### config.mk
export PLATFORM = sky130hd
export DESIGN_NAME = standby_mode_control
export DESIGN_NICKNAME = d
export VERILOG_FILES = /design/src/common/standby_pkg.sv /design/src/verilog/standby_mode_control.sv /design/src/verilog/sync2.sv
export SDC_FILE = /design/constraint.sdc
export NUM_CORES = 1
export LEC_CHECK = 0
export ABC_CLOCK_PERIOD_IN_PS = 2650
export CAP_MARGIN = 30
export CORE_UTILIZATION = 55
export CTS_BUF_LIST = sky130_fd_sc_hd__clkbuf_2 sky130_fd_sc_hd__clkbuf_4 sky130_fd_sc_hd__clkbuf_8
export DETAILED_ROUTE_END_ITERATION = 6
export DONT_BUFFER_PORTS = 1
export PLACE_DENSITY = 0.7
export SYNTH_ARGS = -nofsm -noshare
export SYNTH_HDL_FRONTEND = slang
export SYNTH_HIERARCHICAL = 1
export SYNTH_SLANG_ARGS = --single-unit
### constraint.sdc
create_clock -name clk -period 2.65 [get_ports clk]
set_input_delay 0.265 -clock clk [delete_from_list [all_inputs] [get_ports clk]]
set_output_delay 0.265 -clock clk [all_outputs]
set_load 0.05 [all_outputs]
### src/common/standby_pkg.sv
// Behaviour
// - stop accepted only on main clock
// - halt accepted on either clock
// - stop gates main clock and every unit not pin fed or sub clocked
// - halt gates only cpu clock and irq zero
// - interval timer stops in stop, runs halt
// - serial runs in stop only external clock
// - event counter in stop only pin clock
// - watch timer in stop needs sub clock
// - display in stop needs sub clock
// - irq one two four work in standby
// - reset or enabled request releases standby
// - halt peripherals need main oscillation
// - vector needs source and master enable
// - request flags readable by software
package standby_pkg;
	// ***************
	// register map
	// ***************
	localparam logic [7:0] CTRL_OFS   = 8'h00;
	localparam logic [7:0] SEL_OFS    = 8'h04;
	localparam logic [7:0] STATUS_OFS = 8'h08;
	localparam logic [7:0] IRQF_OFS   = 8'h0C;
	localparam logic [7:0] IEN_OFS    = 8'h10;
	localparam logic [7:0] EVT_OFS    = 8'h14;
	localparam logic [7:0] EMASK_OFS  = 8'h18;
	// field positions
	localparam int CTRL_STOP  = 0;
	localparam int CTRL_HALT  = 1;
	localparam int CTRL_SUB   = 2;
	localparam int CTRL_MIE   = 3;
	localparam int SEL_SERX   = 0;
	localparam int SEL_TPIN   = 1;
	localparam int SEL_WSUB   = 2;
	localparam int SEL_DSUB   = 3;
	localparam int NUM_SRC    = 6;
	// source indices
	localparam int SRC_IRQ0   = 0;
	localparam int SRC_IRQ1   = 1;
	localparam int SRC_IRQ2   = 2;
	localparam int SRC_IRQ4   = 3;
	localparam int SRC_BT     = 4;
	localparam int SRC_WT     = 5;
	// reset values
	localparam logic [3:0] SEL_RST  = 4'h0;
	localparam logic [5:0] IEN_RST  = 6'h00;
	localparam logic [2:0] EMASK_RST = 3'h0;

	typedef enum logic [1:0] {RUN, HALTED, STOPPED} mode_e;

	// peripheral clock enables
	typedef struct packed {
		logic cpu;
		logic mainOsc;
		logic intervalTimer;
		logic serial;
		logic eventCounter;
		logic watchTimer;
		logic display;
		logic irqZero;
	} gates_s;
endpackage

### src/verilog/standby_mode_control.sv
`timescale 1ns/1ps
module standby_mode_control (
	// clock and reset
	input  wire logic        clk,
	input  wire logic        rst,
	// apb slave
	input  wire logic        psel,
	input  wire logic        penable,
	input  wire logic        pwrite,
	input  wire logic [7:0]  paddr,
	input  wire logic [31:0] pwdata,
	output logic      [31:0] prdata,
	output logic             pready,
	output logic             pslverr,
	// request sources: irq0 irq1 irq2 irq4 interval watch
	input  wire logic [5:0]  srcReq,
	// clock gate, vector request and interrupt outputs
	output standby_pkg::gates_s gates,
	output logic             vectorReq,
	output logic             irq
);
	// ***************
	// bus decode
	// ***************
	wire wrEn = psel && penable && pwrite;
	wire rdEn = psel && penable && !pwrite;
	wire hitCtrl  = paddr == standby_pkg::CTRL_OFS;
	wire hitSel   = paddr == standby_pkg::SEL_OFS;
	wire hitStat  = paddr == standby_pkg::STATUS_OFS;
	wire hitIrqf  = paddr == standby_pkg::IRQF_OFS;
	wire hitIen   = paddr == standby_pkg::IEN_OFS;
	wire hitEvt   = paddr == standby_pkg::EVT_OFS;
	wire hitEmask = paddr == standby_pkg::EMASK_OFS;
	wire hitAny = hitCtrl | hitSel | hitStat | hitIrqf | hitIen | hitEvt | hitEmask;

	logic [5:0] reqSync;
	sync2 #(.W(standby_pkg::NUM_SRC)) uSync (
		.clk  (clk),
		.rst  (rst),
		.din  (srcReq),
		.dout (reqSync)
	);

	standby_pkg::mode_e mode_q;
	logic [3:0] sel_q;
	logic       sub_q;
	logic       mie_q;
	logic [5:0] ien_q;
	logic [5:0] irqf_q;
	logic [2:0] evt_q;
	logic [2:0] emask_q;

	// ***************
	// source gating
	// ***************
	// irq0 deaf in standby
	// irq zero blocked
	wire standby = mode_q != standby_pkg::RUN;
	wire [5:0] live = {reqSync[5:1], reqSync[0] & !standby};
	wire [5:0] irqfSet = live;
	wire [5:0] pend = irqf_q & ien_q;
	wire wake = |pend;
	wire vec = wake && mie_q && !standby;

	wire stopReq = wrEn && hitCtrl && pwdata[standby_pkg::CTRL_STOP];
	wire haltReq = wrEn && hitCtrl && pwdata[standby_pkg::CTRL_HALT];
	// stop only on main clock
	// the written clock bit decides, so a switch to sub plus stop in one write is refused
	wire stopSub = stopReq && pwdata[standby_pkg::CTRL_SUB];
	wire stopOk = stopReq && !stopSub && !wake;
	wire haltOk = haltReq && !stopReq && !wake;
	wire modeEvt = stopOk | haltOk;
	wire rejEvt = stopSub;

	// ***************
	// mode machine
	// ***************
	standby_pkg::mode_e mode_d;
	always_comb begin
		mode_d = mode_q;
		unique case (mode_q)
			standby_pkg::RUN: begin
				if (stopOk)
					mode_d = standby_pkg::STOPPED;
				else if (haltOk)
					mode_d = standby_pkg::HALTED;
			end
			standby_pkg::HALTED, standby_pkg::STOPPED: begin
				if (wake)
					mode_d = standby_pkg::RUN;
			end
			default: mode_d = standby_pkg::RUN;
		endcase
	end

	// events: release, entry, rejected stop
	wire [2:0] evtSet = {rejEvt, modeEvt, standby && wake};
	wire readEvt = rdEn && hitEvt;
	wire [2:0] evt_d = evtSet | (readEvt ? 3'h0 : evt_q);

	always_ff @(posedge clk or posedge rst) begin
		if (rst) begin
			mode_q <= standby_pkg::RUN;
		end else begin
			mode_q <= mode_d;
		end
	end

	// control registers
	always_ff @(posedge clk or posedge rst) begin
		if (rst) begin
			sel_q   <= standby_pkg::SEL_RST;
			sub_q   <= 1'b0;
			mie_q   <= 1'b0;
			ien_q   <= standby_pkg::IEN_RST;
			emask_q <= standby_pkg::EMASK_RST;
		end else begin
			if (wrEn && hitSel)
				sel_q <= pwdata[3:0];
			if (wrEn && hitCtrl) begin
				sub_q <= pwdata[standby_pkg::CTRL_SUB];
				mie_q <= pwdata[standby_pkg::CTRL_MIE];
			end
			if (wrEn && hitIen)
				ien_q <= pwdata[5:0];
			if (wrEn && hitEmask)
				emask_q <= pwdata[2:0];
		end
	end

	// request flags: set wins over clear
	// flags kept for polling
	always_ff @(posedge clk or posedge rst) begin
		if (rst) begin
			irqf_q <= '0;
		end else begin
			irqf_q <= irqfSet | (irqf_q & ~((wrEn && hitIrqf) ? pwdata[5:0] : 6'h00));
		end
	end

	// sticky events cleared on read, set wins
	always_ff @(posedge clk or posedge rst) begin
		if (rst) begin
			evt_q <= '0;
		end else begin
			evt_q <= evt_d;
		end
	end

	// ***************
	// clock gates
	// ***************
	standby_pkg::gates_s gates_d;
	wire mainOn = mode_d != standby_pkg::STOPPED;
	wire stopD  = mode_d == standby_pkg::STOPPED;
	always_comb begin
		gates_d.cpu = mode_d == standby_pkg::RUN;
		gates_d.mainOsc = mainOn;
		gates_d.intervalTimer = mainOn;
		gates_d.serial = mainOn || sel_q[standby_pkg::SEL_SERX];
		gates_d.eventCounter = mainOn || sel_q[standby_pkg::SEL_TPIN];
		gates_d.watchTimer = !stopD || sel_q[standby_pkg::SEL_WSUB];
		gates_d.display = !stopD || sel_q[standby_pkg::SEL_DSUB];
		gates_d.irqZero = mode_d == standby_pkg::RUN;
	end

	// ***************
	// outputs
	// ***************
	logic [31:0] rdMux;
	always_comb begin
		rdMux = 32'h0000_0000;
		if (hitCtrl)
			rdMux = {28'h0, mie_q, sub_q, 2'b00};
		else if (hitSel)
			rdMux = {28'h0, sel_q};
		else if (hitStat)
			rdMux = {30'h0, mode_q};
		else if (hitIrqf)
			rdMux = {26'h0, irqf_q};
		else if (hitIen)
			rdMux = {26'h0, ien_q};
		else if (hitEvt)
			rdMux = {29'h0, evt_q | evtSet}; // event in setup cycle not lost to the clear
		else if (hitEmask)
			rdMux = {29'h0, emask_q};
	end

	always_ff @(posedge clk or posedge rst) begin
		if (rst) begin
			prdata    <= '0;
			pready    <= 1'b0;
			pslverr   <= 1'b0;
			gates     <= '0;
			vectorReq <= 1'b0;
			irq       <= 1'b0;
		end else begin
			pready    <= psel && !penable;
			pslverr   <= psel && !penable && !hitAny;
			prdata    <= (psel && !penable && !pwrite) ? rdMux : 32'h0;
			gates     <= gates_d;
			vectorReq <= vec;
			irq       <= |(evt_d & emask_q);
		end
	end
endmodule

### src/verilog/sync2.sv
`timescale 1ns/1ps
// two-flop synchroniser bank
module sync2 #(
	parameter int W = 6
) (
	input  wire logic         clk,
	input  wire logic         rst,
	input  wire logic [W-1:0] din,
	output logic      [W-1:0] dout
);
	logic [W-1:0] meta_q;

	// first stage read only by second
	always_ff @(posedge clk or posedge rst) begin
		if (rst) begin
			meta_q <= '0;
			dout   <= '0;
		end else begin
			meta_q <= din;
			dout   <= meta_q;
		end
	end
endmodule

==> impl_results.md, run 1 <==
- Synthesized area: 2540 um^2
- Max Cap Viol: 0
- Compound-cell area share of the yosys netlist: between 10% and 20%
- Startpoint type of the worst setup path: flip-flop
- Diode count: 0
- Final Instance Area: 2660 um^2
- Post-synth top cells: dfrtp_1, buf_4, nand2_1
- Placer Congestion: 0.965
- Top cells by area, synth: dfrtp_1, buf_4, mux2_2
- Drt via density: 5.82
- Number of buffers added on ports: 0
- Initial DRC count: 127
- Tot Pwr: 1700 uW
- Post-CTS Repair Setup Buffers: 0
- Layout Nets: 290
- Placed Cells: 275
- Yosys top cell by area: dfrtp_1
- DR vias: between 1500 and 2000
- Maximum clock insertion buffer count: 2
- Clock sink count: 54
- H-tree lvl count: 2
- Max-slew violations: 0
- Placed Area: 2480 um^2
- CP Class: flip-flop to flip-flop
- Die W: 69.9 um
- Final period utilization: 84.6%
- Power Density: roughly 640 nW/um^2
- Initial Util: 57.8%
- Worst slew pin tran: 0.879 ns
- Asr flop ratio synth: 100%
- Clock skew: between 0.008 and 0.009 ns
- Worst setup margin: slightly above 0.4 ns
- # rows: 24
- Mux contribution to synthesized area: 7.05%
- Pin count of the biggest net entering global routing: 43
- RSZ-0062 raised after global routing: no
- Area grow syn2layout: 5.03%
- Outcome: finished clean
- Share of the synthesized area in the top cell type: 53.3%
- First-pass GRT wire length: ~8000 um
- Primary FF master, synth: dfrtp_1
- Crit path DAT: roughly 2.4 ns
- Core Area: 4380 um^2
- Die area: 4890 um^2
- Clk root buf: clkbuf_8
- Seq/Total Area, Yosys: between 50% and 60%
- Post-DRT Antenna Nets: 0
- F_max: between 400 and 500 MHz
- Xor/xnor share of the synthesized area: 0%
- Vias in the first global route: approximately 1600
- Syn Inst Count: 230
- Gr usage total: around a fifth
- Leak Pwr: between 0.001 and 0.0015 uW
- Wirelength per Cell: 16.7 um
- Final-report hold violation count: 0
- Worst vdd ir: 0.388 mV
- TNS Setup: 0 ns
- # setup viols final: 0
- Cts bufs inserted: 5
- Worst-path clk slew: 0.10 ns
- First-pass detailed-route iteration total: 4
- CTS tree: yes
- DR DRC count: 0
- Slew HR: between 40% and 50%
- Most numerous cell in the Yosys netlist: dfrtp_1
- Simple-gate share of the synthesized area: 14.6%
- Pre-CTS setup slack: 0.274 ns
- Critical Path RT: 2.85 ns
- Post-synth EDFFs: 0
- #FFs+latches synth: 54
- Post-Synth Adder-Cell Area: 0.987%
- Global route total overflow: 0
- Detail Placement HPWL: 3500 um
- I/O pin cnt: 95
- Share of layout cells above drive strength 1: 15.1%
- Non-filler cells in the finished layout: 290
- Die height: between 60 and 70 um
- Mapped Avg Cell Area: 11.0 um^2
- Clock Latency Late Sink: just over 0.3 ns
- Initial antenna violation count: 0
- Post-Route WL: slightly below 5000 um
- Main combinational cell family by area after synthesis: simple AND/OR/NAND/NOR gates
- Hold Crit Class: input port to flip-flop
- Ys Warns: 6
- Yosys cell types: 44
- Critical Path End Type: flip-flop
- Fin crit period: ~2.2 ns
- Worst Path Max Fanout: 10
[repair_timing]
action	in CTS	in global routing
gates resized for setup	0	0
endpoints found under the hold margin	60	0
hold buffers	7	0
[metal layers]
metal / global-route usage, % / wire length (um) / vias up
met2: 34.1 / 2420 / 68
met4: 8.67 / 78 / 0
met5: 0 / 0 / -
li1: - / - / 773
met3: 6.20 / 313 / 9
met1: 26.1 / 2040 / 838
[sequential cells by signal (all words and copies together) (netlist names), 2 cells and up]
signal	flops
mode_q	2
uSync/dout	6
uSync/meta_q	6
irqf_q	6
gates	6
evt_q	3
prdata	6
sel_q	4
ien_q	6
emask_q	3
[kinds of logic (layout without fill, tap and decap cells)]
group / Yosys count / after routing
fa+ha+maj: 2 / 2
flops: 54 / 54
compound gates: 45 / 45
other cells: 1 / 26
buf+inv: 44 / 27
simple gates: 68 / 68
mux: 16 / 16
[worst paths after layout]
path | start | endpoint | slack, ns | cells after the start
max | mode_q[0]$_DFF_PP0_ | gates[2]$_DFF_PP0_ | 0.41 | 7
min | pwdata[5] | ien_q[5]$_DFFE_PP0P_ | 0.09 | 1
max reg2reg | mode_q[0]$_DFF_PP0_ | gates[2]$_DFF_PP0_ | 0.41 | 7
min reg2reg | uSync/meta_q[1]$_DFF_PP0_ | uSync/dout[1]$_DFF_PP0_ | 0.35 | 0
max in group asynchronous | rst | gates[0]$_DFF_PP0_ | 1.75 | 3
min in group asynchronous | rst | uSync/meta_q[0]$_DFF_PP0_ | 0.40 | 2
[report_power, final]
| group | switching, uW | total [uW] | internal [uW] |
|---|---|---|---|
| clock network | 278 | 567 | 288 |
| logic | 144 | 194 | 50.0 |
| registers | 86.1 | 942 | 856 |
[critical path, cell delays in order (launching register included)]
cell	delay (ns)
dfrtp_1	0.46
inv_1	0.11
ha_1	0.42
and3b_1	0.22
nand4_1	0.12
a21oi_1	0.23
o221ai_1	0.24
or2_2	0.34
[placed cells by master (no fill, tap or decap), types with 3 or more instances in the layout]
master         Yosys  routed
clkbuf_8           0       5
a21oi_1            5       5
a32o_1             3       3
nand2_1           16      16
dlygate4sd3_1      0       7
dfrtp_1           54      54
conb_1             1      26
nand2b_1           3       3
nor2b_1            4       4
o21ai_0            4       4
mux2_2            15      15
inv_1             10      10
and3_1             7       7
a31oi_1            3       3
nand3_1            7       7
a22o_1             5       5
a22oi_1            5       5
or2_2              6       6
nor2_1            12      12
a21o_1             5       5
[through the flow]
step,util (%),hold slack [ns]
2_1_floorplan,-,0.130
6_report,60.8,0.0922
4_1_cts,60.8,0.0833
3_3_place_gp,56.5,0.167
3_5_place_dp,56.5,0.172
5_1_grt,60.8,0.0766
[area by class of cell]
type,count,area (um^2)
Clock buffer,5,68.8
Clock inverter,3,47.5
Fill cell,350,1720
Inverter,10,37.5
Multi-Input combinational cell,157,1010
Sequential cell,54,1350
Tap cell,52,65.1
Timing Repair Buffer,9,85.1
Power figures use the tool's default switching activity.
==> inputs of run 2 (changes only) <==
ABC_AREA = 1   (was not set)
ABC_CLOCK_PERIOD_IN_PS = 1900   (was 2650)
PLACE_DENSITY = 0.73   (was 0.7)
clock period = 1.9 ns   (was 2.65 ns; I/O delays follow)
==> impl_results.md, run 2 <==
- Top Metal Used: met4 (unchanged)
- Worst Path Max Fanout: 3 (was 10)
- #FFs+latches synth: 54 (unchanged)
- Primary FF master, synth: dfrtp_1 (unchanged)
- Post-synth top cells: nand2_1, dfrtp_1, inv_1 (was dfrtp_1, buf_4, nand2_1)
- Initial DRC count: 151 (was 127)
- Slew HR: 65.7% (was 41.4%)
- Die area: 4980 um^2 (was 4890 um^2)
- Yosys cell types: 23 (was 44)
- Maximum clock insertion buffer count: 2 (unchanged)
- Power Density: 759 nW/um^2 (was 639 nW/um^2)
- Met1 wire length: 2040 um (about the same)
- Fin crit period: 1.54 ns (was 2.24 ns)
- CP Class: flip-flop to flip-flop (unchanged)
- Core Area: 4440 um^2 (was 4380 um^2)
- Worst vdd ir: 0.571 mV (was 0.388 mV)
- F_max: 651 MHz (was 446 MHz)
- Placed Cells: 347 (was 275)
- Hold Crit Class: input port to flip-flop (unchanged)
- Mapped Avg Cell Area: 8.77 um^2 (was 11.0 um^2)
- TNS Setup: 0 ns (unchanged)
- Drt via density: 5.11 (was 5.82)
- Area grow syn2layout: 6.10% (was 5.03%)
- Share of the synthesized area in the top cell type: 52.2% (was 53.3%)
- Final-report hold violation count: 0 (unchanged)
- First-pass GRT wire length: 7660 um (was 7870 um)
- DR vias: 1859 (was 1688)
- Asr flop ratio synth: 100% (unchanged)
- # setup viols final: 0 (unchanged)
- Max Cap Viol: 0 (unchanged)
- Length of routed met2 wiring: 2260 um (was 2420 um)
- Failing checks: DRC
- Share of layout cells above drive strength 1: 11.9% (was 15.1%)
- PostCTS Resize Cnt: 0 (unchanged)
- Post-DRT Antenna Nets: 0 (unchanged)
- WHS: 0.0215 ns (was 0.0922 ns)
- I/O pin cnt: 95 (unchanged)
- Seq/Total Area, Yosys: 52.2% (was 53.3%)
- Most common cell after layout, fill and taps aside: nand2_1 (was dfrtp_1)
- Non-filler cells in the finished layout: 364 (was 290)
- Ys Warns: 6 (unchanged)
- Post-synth EDFFs: 0 (unchanged)
- Final period utilization: 80.9% (was 84.6%)
- Number of buffers added on ports: 0 (unchanged)
- Wirelength per Cell: 12.9 um (was 16.7 um)
- Cts bufs inserted: 5 (unchanged)
- CTS tree: yes (unchanged)
- DR DRC count: 4 (was 0)
- Placer Congestion: 0.863 (was 0.965)
- Outcome: finished, violations left (was finished clean)
- # rows: 24 (unchanged)
- Gr usage total: 20.2% (was 21.0%)
- CTS Hold Bufs: 9 (was 7)
- Commonest cells after routing, fill and taps aside: nand2_1, dfrtp_1, inv_1 (was dfrtp_1, conb_1, nand2_1)
- Global route total overflow: 0 (unchanged)
- Pin count of the biggest net entering global routing: 43 (unchanged)
- Detail Placement HPWL: 3510 um (was 3500 um)
- Crit path DAT: 1.74 ns (was 2.44 ns)
- Synthesized area: 2590 um^2 (was 2540 um^2)
- Clk root buf: clkbuf_8 (unchanged)
- Syn Inst Count: 295 (was 230)
- Yosys top cell by area: dfrtp_1 (unchanged)
- Worst slew pin tran: 0.515 ns (was 0.879 ns)
- Clock sink count: 54 (unchanged)
- Diode count: 0 (unchanged)
- Post-CTS Repair Setup Buffers: 0 (unchanged)
- RSZ-0062 raised after global routing: no (unchanged)
- Die W: 70.6 um (was 69.9 um)
- Worst-path clk slew: 0.10 ns (about the same)
- Vias in the first global route: 1676 (was 1592)
- Most numerous cell in the Yosys netlist: nand2_1 (was dfrtp_1)
- Clock Latency Late Sink: 0.31 ns (about the same)
- H-tree lvl count: 2 (unchanged)
- Max-slew violations: 0 (unchanged)
- Initial Util: 58.2% (was 57.8%)
- Layout Nets: 364 (was 290)
- Post-Route WL: 4710 um (was 4850 um)
- Die height: 70.6 um (was 69.9 um)
- Routed wl met3: 321 um (was 313 um)
- Clock skew: 0.00413 ns (was 0.00829 ns)
- Initial antenna violation count: 0 (unchanged)
- Startpoint type of the worst setup path: flip-flop (unchanged)
- Top cells by area, synth: dfrtp_1, nand2_1, buf_4 (was dfrtp_1, buf_4, mux2_2)
- Critical Path RT: 2.10 ns (was 2.85 ns)
- Leak Pwr: 0.00130 uW (was 0.00122 uW)
- Critical Path End Type: flip-flop (unchanged)
- First-pass detailed-route iteration total: 6 (was 4)
-- run 2: area by class of cell --
cell class	count	area (um^2)
fill	385	1700
sequential	54	1350
multi-input combinational	202	982
inverter	35	131
timing repair buffer	13	120
clock buffer	5	68.8
tap	52	65.1
clock inverter	3	25.0
-- run 2: power by group --
group | switching, uW | internal [uW] | total [uW]
logic | 190 | 35.9 | 226
clock network | 396 | 267 | 663
registers | 22.8 | 1170 | 1190
-- run 2: routing by layer --
layer  vias up  track usage, %
li1        910               -
met1       865            26.3
met2        76            32.1
met3         8            5.27
met4         0            9.11
met5         -               0
-- run 2: cell families (layout without fill, tap and decap cells) --
kind of cell	count (synthesis)	in the layout	share of synthesized area (%)
simple gates	125	125	22.4
flops	54	54	52.2
fa+ha+maj	2	2	0.967
compound gates	49	49	10.8
other cells	1	26	0.145
buf+inv	64	56	13.4
-- run 2: through the flow --
stage | worst slack, ns | total power (uW) | utilization, % | area, um^2
floorplan | 0.581 | 1450 | - | 2680
global placement | 0.418 | 1430 | 57.6 | 2560
detailed placement | 0.388 | 1430 | 57.6 | 2560
CTS | 0.369 | 2100 | 61.7 | 2740
global route | 0.231 | 2170 | 61.7 | 2740
finish | 0.363 | 2080 | 61.7 | 2740
-- run 2: critical path, stage by stage, from the launching register on --
cell and delay [ns]:
dfrtp_1 0.42, nand2_1 0.08, nand2_1 0.04, nor2_1 0.19, nand3_1 0.15, nor2_4 0.12
inv_2 0.05, nand2_1 0.07, nand2_2 0.08, a21oi_4 0.14, nand2_1 0.07
-- run 2: path summary, 6_finish.rpt --
check / start / end / slack [ns] / depth (start not counted)
worst min register to register: uSync/meta_q[2]$_DFF_PP0_ / uSync/dout[2]$_DFF_PP0_ / 0.36 / 0
worst min-delay path: pwdata[4] / ien_q[4]$_DFFE_PP0P_ / 0.02 / 2
worst max register to register: irqf_q[3]$_DFF_PP0_ / gates[5]$_DFF_PP0_ / 0.36 / 10
max in group asynchronous: rst / prdata[3]$_DFF_PP0_ / 1.09 / 3
min in group asynchronous: rst / uSync/meta_q[3]$_DFF_PP0_ / 0.31 / 2
worst max-delay path: irqf_q[3]$_DFF_PP0_ / gates[5]$_DFF_PP0_ / 0.36 / 10
